--- config.mk ---
export PLATFORM = sky130hd
export DESIGN_NAME = rxb_status_bank
export DESIGN_NICKNAME = d
export VERILOG_FILES = /design/src/rxb_pkg.sv /design/src/rxb_bit_packer.sv /design/src/rxb_status_bank.sv
export SDC_FILE = /design/constraint.sdc
export NUM_CORES = 1
export LEC_CHECK = 0
export BUFFER_PORTS_ARGS = -buffer_cell sky130_fd_sc_hd__buf_2
export CAP_MARGIN = 10
export CORE_MARGIN = 3
export CORE_UTILIZATION = 54
export CTS_CLUSTER_DIAMETER = 200
export DETAILED_ROUTE_END_ITERATION = 10
export GPL_TIMING_DRIVEN = 0
export PLACE_DENSITY_LB_ADDON = 0.08
export REMOVE_ABC_BUFFERS = 1
export SETUP_SLACK_MARGIN = 0.3
export SYNTH_ARGS = -nofsm -noshare
export SYNTH_HDL_FRONTEND = slang
export SYNTH_SLANG_ARGS = --single-unit
--- constraint.sdc ---
create_clock -name SYS_CLK -period 2.1 [get_ports SYS_CLK]
set_clock_uncertainty 0.05 [all_clocks]
set_input_delay 0.42 -clock SYS_CLK [delete_from_list [all_inputs] [get_ports SYS_CLK]]
set_output_delay 0.42 -clock SYS_CLK [all_outputs]
set_load 0.02 [all_outputs]
--- src/rxb_pkg.sv ---
// Shared constants and types of the receive status and bit framing bank.
package rxb_pkg;

  localparam logic [7:0] RXB_OFS_STATUS  = 8'h0B;
  localparam logic [7:0] RXB_OFS_BITCTRL = 8'h0C;
  localparam logic [7:0] RXB_OFS_COLL    = 8'h0D;

  localparam int RXB_CRYPTO_BIT = 5;
  localparam int RXB_KEEP_BIT   = 7;
  localparam int RXB_ALIGN_LSB  = 4;
  localparam int RXB_COLLISION_AS_ERROR_BIT = 3;
  localparam int RXB_VALID_BIT  = 7;

  localparam logic [2:0] RXB_CODE_IDLE   = 3'h0;
  localparam logic [2:0] RXB_CODE_TRANSMIT_WAIT_STATE = 3'h1;
  localparam logic [2:0] RXB_CODE_TXING  = 3'h3;
  localparam logic [2:0] RXB_CODE_RECEIVE_WAIT_STATE = 3'h5;
  localparam logic [2:0] RXB_CODE_WDATA  = 3'h6;
  localparam logic [2:0] RXB_CODE_RXING  = 3'h7;

  localparam logic [2:0] RXB_POS_LAST   = 3'h7;
  localparam logic [2:0] RXB_ALIGN_BYTE = 3'h0;
  localparam logic [7:0] RXB_COLL_LIMIT = 8'h40;
  localparam logic [7:0] RXB_CNT_MAX    = 8'hFF;
  localparam logic [7:0] RXB_ZERO_BYTE  = 8'h00;

  typedef struct packed {
    logic receive;
    logic transceive;
    logic authenticate;
    logic auth_done;
    logic tx_done;
    logic stop;
  } rxb_cmd_t;

  typedef struct packed {
    logic sof;
    logic bit_valid;
    logic bit_val;
    logic coll;
    logic end_frame;
    logic framing;
    logic integrity;
  } rxb_rx_ev_t;

  typedef enum logic [2:0] {
    RXB_IDLE,
    RXB_TX_WAIT,
    RXB_TRANSMITTING,
    RXB_RX_WAIT,
    RXB_WAIT_DATA,
    RXB_RECEIVING
  } rxb_state_t;

  typedef struct packed {
    logic [7:0] acc;
    logic [2:0] pos;
    logic       after_coll;
    logic [7:0] cnt;
  } rxb_pack_t;

endpackage : rxb_pkg

--- src/rxb_bit_packer.sv ---
// Places received bits into bytes from a chosen start position.
`timescale 1ns/1ps
module rxb_bit_packer
  import rxb_pkg::*;
(
  input  wire logic       clk,
  input  wire logic       nrst,
  input  wire logic       start,
  input  wire logic [2:0] align,
  input  wire logic       keep,
  input  wire logic       bit_valid,
  input  wire logic       bit_val,
  input  wire logic       coll,
  output logic            byte_done,
  output logic [7:0]      byte_data,
  output logic [2:0]      fill,
  output logic [7:0]      bit_index,
  output logic [7:0]      part_data
);

  rxb_pack_t s_reg;
  rxb_pack_t s_next;
  logic      stored_bit;
  logic [7:0] merged;

  always_comb
  begin
    s_next = s_reg;
    // A bit after a collision is forced to zero unless values are kept. [RULE9]
    stored_bit = (s_reg.after_coll && !keep) ? 1'b0 : bit_val;
    merged = s_reg.acc;
    merged[s_reg.pos] = stored_bit;
    if (start)
    begin
      // First stored bit lands at the alignment position; the index starts there too. [RULE10] [RULE16]
      s_next.acc        = RXB_ZERO_BYTE;
      s_next.pos        = align;
      s_next.after_coll = 1'b0;
      s_next.cnt        = {5'h00, align};
    end
    else if (bit_valid)
    begin
      s_next.pos = s_reg.pos + 3'h1;
      s_next.acc = (s_reg.pos == RXB_POS_LAST) ? RXB_ZERO_BYTE : merged; // [RULE10]
      if (coll)
        s_next.after_coll = 1'b1;
      if (s_reg.cnt != RXB_CNT_MAX)
        s_next.cnt = s_reg.cnt + 8'h01;
    end
  end

  always_ff @(posedge clk or negedge nrst)
  begin
    if (!nrst)
      s_reg <= '0;
    else
      s_reg <= s_next;
  end

  assign byte_done = bit_valid && !start && (s_reg.pos == RXB_POS_LAST);
  assign byte_data = merged;
  assign fill      = s_reg.pos;
  assign bit_index = s_reg.cnt;
  assign part_data = s_reg.acc;

  zero_after_a : assert property (@(posedge clk) disable iff (!nrst)
    (bit_valid && !start && s_reg.after_coll && !keep) |=> (s_reg.acc[$past(s_reg.pos)] == 1'b0)
      || ($past(s_reg.pos) == RXB_POS_LAST))
    else $error("bit after collision not zeroed"); // [RULE9]

endmodule : rxb_bit_packer

--- src/rxb_status_bank.sv ---
// Receive status, bit framing control and collision position registers.
`timescale 1ns/1ps
// How it works
// RULE1 - framing fault flags and stops reception
// RULE2 - framing fault drops the last received byte
// RULE3 - framing flag clears at receive start
// RULE4 - parity or CRC fault flags, reception continues
// RULE5 - integrity flag clears at receive start
// RULE6 - collision sets integrity flag when enabled
// RULE7 - crypto bit set by authenticate, host clears
// RULE8 - three-bit state code reports transceiver state
// RULE9 - zero bits after collision unless kept
// RULE10 - alignment sets first stored bit position
// RULE11 - zero alignment means byte-oriented reception
// RULE12 - last-bits field counts valid final bits
// RULE13 - decoder loads last-bits, cleared at start
// RULE14 - collision valid only for in-range position
// RULE15 - collision index covers first eight bytes
// RULE16 - alignment value included in collision index
// RULE17 - reserved bits read zero, writes ignored
module rxb_status_bank
  import rxb_pkg::*;
(
  input  wire logic       SYS_CLK,
  input  wire logic       NRST,
  input  wire logic [7:0] REG_ADDR,
  input  wire logic       REG_WR,
  input  wire logic [7:0] REG_WDATA,
  input  wire logic       REG_RD,
  input  wire rxb_cmd_t   CMD,
  input  wire rxb_rx_ev_t RX,
  output logic [7:0]      REG_RDATA,
  output logic            FIFO_WR,
  output logic [7:0]      FIFO_DATA,
  output logic            CRYPTO_ON,
  output logic [2:0]      STATE_CODE,
  output logic            FRAMING_FAULT,
  output logic            INTEGRITY_FAULT
);

  typedef struct packed {
    rxb_state_t st;
    logic       crypto;
    logic       framing;
    logic       integ;
    logic       keep;
    logic [2:0] align;
    logic       collision_as_error;
    logic [2:0] lastbits;
    logic       coll_seen;
    logic       coll_valid;
    logic [6:0] coll_pos;
    logic       pend_valid;
    logic [7:0] pend_data;
    logic       fifo_wr;
    logic [7:0] fifo_data;
    logic [7:0] rdata;
    logic [2:0] code;
  } rxb_bank_t;

  rxb_bank_t s_reg;
  rxb_bank_t s_next;

  logic       rx_start;
  logic       rx_bit;
  logic       byte_done;
  logic [7:0] byte_data;
  logic [2:0] fill;
  logic [7:0] bit_index;
  logic [7:0] part_data;
  logic       wr_status;
  logic       wr_ctrl;

  // Receive clears its status as the command is taken, transceive only on reaching wait for data.
  // Built from registered state so the packer start does not loop back through the next-state logic.
  assign rx_start  = ((s_reg.st == RXB_IDLE) && CMD.receive && !CMD.stop)
                  || ((s_reg.st == RXB_RX_WAIT) && !CMD.stop); // [RULE3] [RULE5]
  assign rx_bit    = (s_reg.st == RXB_RECEIVING) && RX.bit_valid;
  assign wr_status = REG_WR && (REG_ADDR == RXB_OFS_STATUS);
  assign wr_ctrl   = REG_WR && (REG_ADDR == RXB_OFS_BITCTRL);

  rxb_bit_packer i_rxb_bit_packer (
    .clk       (SYS_CLK),
    .nrst      (NRST),
    .start     (rx_start),
    .align     (s_reg.align),
    .keep      (s_reg.keep),
    .bit_valid (rx_bit),
    .bit_val   (RX.bit_val),
    .coll      (RX.coll),
    .byte_done (byte_done),
    .byte_data (byte_data),
    .fill      (fill),
    .bit_index (bit_index),
    .part_data (part_data)
  );

  function automatic logic [2:0] state_code(input rxb_state_t st);
    case (st)
      RXB_IDLE:         state_code = RXB_CODE_IDLE;
      RXB_TX_WAIT:      state_code = RXB_CODE_TRANSMIT_WAIT_STATE;
      RXB_TRANSMITTING: state_code = RXB_CODE_TXING;
      RXB_RX_WAIT:      state_code = RXB_CODE_RECEIVE_WAIT_STATE;
      RXB_WAIT_DATA:    state_code = RXB_CODE_WDATA;
      RXB_RECEIVING:    state_code = RXB_CODE_RXING;
      default:          state_code = RXB_CODE_IDLE;
    endcase
  endfunction : state_code

  always_comb
  begin
    s_next = s_reg;
    s_next.fifo_wr = 1'b0;

    case (s_reg.st)
      RXB_IDLE:
      begin
        if (CMD.receive)
          s_next.st = RXB_RX_WAIT;
        else if (CMD.transceive || CMD.authenticate)
          s_next.st = RXB_TX_WAIT;
      end
      RXB_TX_WAIT:      s_next.st = RXB_TRANSMITTING;
      RXB_TRANSMITTING: s_next.st = CMD.tx_done ? RXB_RX_WAIT : RXB_TRANSMITTING;
      RXB_RX_WAIT:      s_next.st = RXB_WAIT_DATA;
      RXB_WAIT_DATA:    s_next.st = RX.sof ? RXB_RECEIVING : RXB_WAIT_DATA;
      RXB_RECEIVING:
      begin
        if (RX.framing || RX.end_frame)
          s_next.st = RXB_IDLE; // [RULE1]
      end
      default:          s_next.st = RXB_IDLE;
    endcase
    if (CMD.stop)
      s_next.st = RXB_IDLE;

    // Flags and reception fields clear whenever a reception is started. [RULE3] [RULE5]
    if (rx_start)
    begin
      s_next.framing    = 1'b0;
      s_next.integ      = 1'b0;
      s_next.lastbits   = RXB_ALIGN_BYTE; // [RULE13]
      s_next.coll_seen  = 1'b0;
      s_next.coll_valid = 1'b0;
      s_next.coll_pos   = '0;
      s_next.pend_valid = 1'b0;
    end

    if (s_reg.st == RXB_RECEIVING)
    begin
      if (RX.framing)
        s_next.framing = 1'b1; // [RULE1]
      if (RX.integrity || (rx_bit && RX.coll && s_reg.collision_as_error))
        s_next.integ = 1'b1; // [RULE4] [RULE6]
      if (rx_bit && RX.coll && !s_reg.coll_seen)
      begin
        s_next.coll_seen = 1'b1;
        // Index already holds the alignment offset; beyond eight bytes it is not reported. [RULE14] [RULE15] [RULE16]
        if (bit_index < RXB_COLL_LIMIT)
        begin
          s_next.coll_valid = 1'b1;
          s_next.coll_pos   = bit_index[6:0];
        end
      end
      // A finished byte is held back until the next byte or frame end so a framing fault can still drop it.
      if (RX.framing)
        s_next.pend_valid = 1'b0; // [RULE2]
      else if (byte_done)
      begin
        s_next.fifo_wr    = s_reg.pend_valid;
        s_next.fifo_data  = s_reg.pend_data;
        s_next.pend_valid = 1'b1;
        s_next.pend_data  = byte_data;
      end
      else if (RX.end_frame)
      begin
        s_next.fifo_wr   = s_reg.pend_valid;
        s_next.fifo_data = s_reg.pend_data;
        // Bit-oriented frames also report and flush the partial final byte. [RULE11] [RULE12] [RULE13]
        if (s_reg.align != RXB_ALIGN_BYTE)
        begin
          s_next.lastbits   = fill;
          s_next.pend_valid = (fill != RXB_ALIGN_BYTE);
          s_next.pend_data  = part_data;
        end
        else
          s_next.pend_valid = 1'b0;
      end
    end
    else if (s_reg.pend_valid)
    begin
      s_next.fifo_wr    = 1'b1;
      s_next.fifo_data  = s_reg.pend_data;
      s_next.pend_valid = 1'b0;
    end

    // The host may only clear the crypto bit; an authentication finishing in the same cycle wins. [RULE7]
    if (wr_status && !REG_WDATA[RXB_CRYPTO_BIT])
      s_next.crypto = 1'b0;
    if (CMD.auth_done)
      s_next.crypto = 1'b1;

    if (wr_ctrl)
    begin
      s_next.keep     = REG_WDATA[RXB_KEEP_BIT];
      s_next.align    = REG_WDATA[RXB_ALIGN_LSB +: 3];
      s_next.collision_as_error   = REG_WDATA[RXB_COLLISION_AS_ERROR_BIT];
      s_next.lastbits = REG_WDATA[2:0];
    end

    s_next.code = state_code(s_next.st); // [RULE8]

    s_next.rdata = s_reg.rdata;
    if (REG_RD)
    begin
      case (REG_ADDR)
        RXB_OFS_STATUS:  s_next.rdata = {2'h0, s_reg.crypto, 2'h0, s_reg.code}; // [RULE17]
        RXB_OFS_BITCTRL: s_next.rdata = {s_reg.keep, s_reg.align, s_reg.collision_as_error, s_reg.lastbits};
        RXB_OFS_COLL:    s_next.rdata = {s_reg.coll_valid, s_reg.coll_pos};
        default:         s_next.rdata = RXB_ZERO_BYTE;
      endcase
    end
  end

  always_ff @(posedge SYS_CLK or negedge NRST)
  begin
    if (!NRST)
      s_reg <= '0;
    else
      s_reg <= s_next;
  end

  assign REG_RDATA       = s_reg.rdata;
  assign FIFO_WR         = s_reg.fifo_wr;
  assign FIFO_DATA       = s_reg.fifo_data;
  assign CRYPTO_ON       = s_reg.crypto;
  assign STATE_CODE      = s_reg.code;
  assign FRAMING_FAULT   = s_reg.framing;
  assign INTEGRITY_FAULT = s_reg.integ;

  framing_stop_a : assert property (@(posedge SYS_CLK) disable iff (!NRST)
    (s_reg.st == RXB_RECEIVING && RX.framing && !CMD.stop) |=> (FRAMING_FAULT && STATE_CODE == RXB_CODE_IDLE))
    else $error("framing fault did not flag and stop"); // [RULE1]

  framing_drop_a : assert property (@(posedge SYS_CLK) disable iff (!NRST)
    (s_reg.st == RXB_RECEIVING && RX.framing) |=> !s_reg.pend_valid ##1 !FIFO_WR)
    else $error("byte kept after framing fault"); // [RULE2]

  flags_clear_a : assert property (@(posedge SYS_CLK) disable iff (!NRST)
    ($changed(s_reg.code) && s_reg.code == RXB_CODE_WDATA) |-> (!FRAMING_FAULT && !INTEGRITY_FAULT))
    else $error("fault flags not cleared at wait for data"); // [RULE3] [RULE5]

  integ_cont_a : assert property (@(posedge SYS_CLK) disable iff (!NRST)
    (s_reg.st == RXB_RECEIVING && RX.integrity && !RX.framing && !RX.end_frame && !CMD.stop)
      |=> (INTEGRITY_FAULT && STATE_CODE == RXB_CODE_RXING))
    else $error("integrity fault not flagged or reception stopped"); // [RULE4]

  coll_integ_a : assert property (@(posedge SYS_CLK) disable iff (!NRST)
    (rx_bit && RX.coll && s_reg.collision_as_error) |=> INTEGRITY_FAULT)
    else $error("collision did not set integrity flag"); // [RULE6]

  crypto_set_a : assert property (@(posedge SYS_CLK) disable iff (!NRST)
    ($rose(CRYPTO_ON) |-> $past(CMD.auth_done)) and (CMD.auth_done |=> CRYPTO_ON))
    else $error("crypto bit set without authentication"); // [RULE7]

  code_legal_a : assert property (@(posedge SYS_CLK) disable iff (!NRST)
    (STATE_CODE != 3'h4) && (STATE_CODE != 3'h2))
    else $error("unused state code reported"); // [RULE8]

  coll_range_a : assert property (@(posedge SYS_CLK) disable iff (!NRST)
    (rx_bit && RX.coll && !s_reg.coll_seen) |=> (s_reg.coll_valid == ($past(bit_index) < RXB_COLL_LIMIT)))
    else $error("collision valid bit wrong"); // [RULE14] [RULE15] [RULE16]

  lastbits_a : assert property (@(posedge SYS_CLK) disable iff (!NRST)
    (s_reg.st == RXB_RECEIVING && RX.end_frame && !RX.framing && !byte_done && !wr_ctrl
      && s_reg.align != RXB_ALIGN_BYTE) |=> (s_reg.lastbits == $past(fill)))
    else $error("last bits not loaded at frame end"); // [RULE12] [RULE13]

endmodule : rxb_status_bank

==> impl_metrics.tcl <==
set metrics [dict create \
    status "completed" \
    min_period_ns 1.809 \
    drtAntennaViolNets 0 \
    cp_max_fo 8 \
    critPathKind "flop to flop" \
    yosysSeqAreaShare_pct 50.69 \
    synth_ff_type "dfrtp_1" \
    setup_tns_ns 0 \
    post-place-cells 434 \
    final_common_cell "dfrtp_1" \
    worstPathArrival_ns 1.99 \
    chipHeight_um 87.14 \
    tightest_slew_ns 0.8967 \
    power_uw 3154 \
    cp.required_ns 2.28 \
    min_path_type "input port to async pin" \
    slew_violations 0 \
    place_hpwl_mm 5.289 \
    route.vias.total 2794 \
    syn_avg_cell_area_um2 10.49 \
    wl_per_cell_um 17.51 \
    routed_wl_mm 8.178 \
    reg2reg_slack_ns 0.29 \
    leakage_uw 0.002010 \
    area_growth_pct 18.69 \
    startpoint_type "flop" \
    cts-htree-levels 3 \
    end_kind "flop" \
    netlist_area_um2 3555 \
    grt_pass1_wl_mm 13.05 \
    place_ws_ns -0.1312 \
    finalSetupViolCount 0 \
    antenna_found_initial 0 \
    cts_root_buf "clkbuf_8" \
    grt-ovfl-total 0 \
    timing.fmax_ghz 0.5528 \
    grt_max_degree 73 \
    drtPass1Iterations 5 \
    max-cap-violations 0 \
    ctsLongestPathBuffers 2 \
    place_congestion 0.8218 \
    syn_inst 339 \
    worst_skew_pair.late_latency_ns 0.35 \
    die_w_um 87.14 \
    yosysWarnings 0 \
    rsz0062_at_grt "yes" \
    cts_hold_buf 0 \
    final-hold-violation-count 0 \
    fin_cells 467 \
    drive_gt1_share_pct 31.12 \
    hold_ws_ns 0.1422 \
    dieArea_um2 7593 \
    numPortBuffers 55 \
    cts_buffers 9 \
    clock-sinks 72 \
    antennaDiodeCount 0 \
    cts_tree "built" \
    core_area_um2 6131 \
    fillerInstances 462 \
    synth.distinct_cells 55 \
    setup_slack_ns 0.2909 \
    ys_ff_latch 72 \
    ir_drop_mv 0.5936 \
    first_global_vias 2596 \
    maxSlewHeadroom_pct 40.22 \
    layout.nets 424 \
    io_pins 56 \
    start_util_pct 57.98 \
    async_flop_share_pct 100.0 \
    drc 0 \
    post_drt_via_cell_ratio 5.983 \
    powerDensity_nw_per_um2 747.6 \
    largest_reg_flops 29 \
    fin_crit_sh_pct 86.15 \
    drt-initial-drc-count 166 \
    synth_edf_count 0 \
    final_cell_mix "66 x dfrtp_1, 54 x buf_2, 30 x nand2_1" \
    track_usage_pct 22.34 \
    core.rowCount 28 \
    clk_pin_slew_worst_paths_ns 0.08 \
]
## synth_stat cells, types with 2 or more instances
cell	n	area, um^2
a221o_1	9	90.09
nand2b_1	3	18.77
or3_1	4	25.02
buf_1	2	7.510
o31ai_1	3	22.52
and2_1	3	18.77
a21o_1	4	30.03
a22o_1	7	61.31
nor2_1	26	97.59
buf_4	20	150.1
xnor2_1	2	17.52
nand4_1	6	37.54
mux2i_1	12	120.1
a31oi_1	3	18.77
o21ai_0	8	40.04
clkbuf_1	9	33.78
a21oi_1	11	55.05
nand2_1	32	120.1
nand3b_1	2	15.01
nand3_1	8	40.04
o2bb2ai_1	8	70.07
nor2b_1	6	37.54
mux2_2	9	101.4
a2bb2oi_1	2	17.52
o22ai_1	5	31.28
dfrtp_1	72	1802
inv_1	13	48.80
ha_1	4	50.05
and4_1	3	26.28
a221oi_1	8	70.07
buf_2	4	20.02
nor3_1	8	40.04
## worst paths after layout
path	startpoint	cells after the start	endpoint
setup / recovery	s_reg[50]$_DFF_PN0_	6	FIFO_DATA[5]$_DFFE_PN0P_
hold / removal	NRST	1	REG_RDATA[7]$_DFFE_PN0P_
setup reg to reg	s_reg[50]$_DFF_PN0_	6	FIFO_DATA[5]$_DFFE_PN0P_
hold reg to reg	s_reg[37]$_DFF_PN0_	1	s_reg[37]$_DFF_PN0_
max in group asynchronous	NRST	1	i_rxb_bit_packer.fill[2]$_DFFE_PN0P_
min in group SYS_CLK	REG_WDATA[3]	3	s_reg[41]$_DFFE_PN0P_
## per-layer routing
metal  GRT usage, %  up-vias  routed length, um
met5              0        -                  0
met4          9.066        0                166
met3          3.595       15                547
met2          32.23       96               3588
met1          33.60     1362               3875
li1               -     1321                  -
## critical path: stages (launching register included)
cell	delay (ns)
dfrtp_2	0.46
buf_4	0.15
nor2b_2	0.22
nand2_2	0.14
mux2i_4	0.20
buf_12	0.16
mux2_4	0.31
## metrics by stage
step / instance area (um^2) / utilization, %
6_report: 4219 / 68.82
5_1_grt: 4219 / 68.82
4_1_cts: 4094 / 66.78
3_5_place_dp: 3715 / 60.59
3_3_place_gp: 3712 / 60.55
2_1_floorplan: 3343 / -
## power by group
part / switching, uW / total, uW / internal (uW)
clock: 536 / 1240 / 700
combinational: 228 / 408 / 180
sequential: 70.4 / 1510 / 1440
total: 835 / 3150 / 2320
## what timing repair did
action,4_1_cts,5_1_grt
hold endpoints to repair,0,0
buffers inserted,10,7
gates resized for setup,18,18
pin swaps,1,5
setup endpoints to repair,41,34
## logic make-up (layout without fill, tap and decap cells)
kind of cell / Yosys count / in the layout / share of synthesized area (%)
compound gates: 78 / 78 / 17.00
flops: 72 / 72 / 50.69
simple gates: 112 / 112 / 15.98
mux: 22 / 22 / 6.864
xor+xnor: 3 / 3 / 0.7393
buf+inv: 48 / 101 / 7.321
fa+ha+maj: 4 / 4 / 1.408
## layout make-up
| class | instances | area [um^2] | area share (%) |
|---|---|---|---|
| clock buffer | 11 | 141.4 | 3.351 |
| clock inverter | 5 | 80.08 | 1.898 |
| inverter | 13 | 48.80 | 1.157 |
| multi-input combinational | 219 | 1612 | 38.20 |
| sequential | 72 | 1809 | 42.88 |
| tap | 75 | 93.84 | 2.224 |
| timing repair buffer | 72 | 434.2 | 10.29 |
No activity file was read; power rests on OpenSTA's default activity.
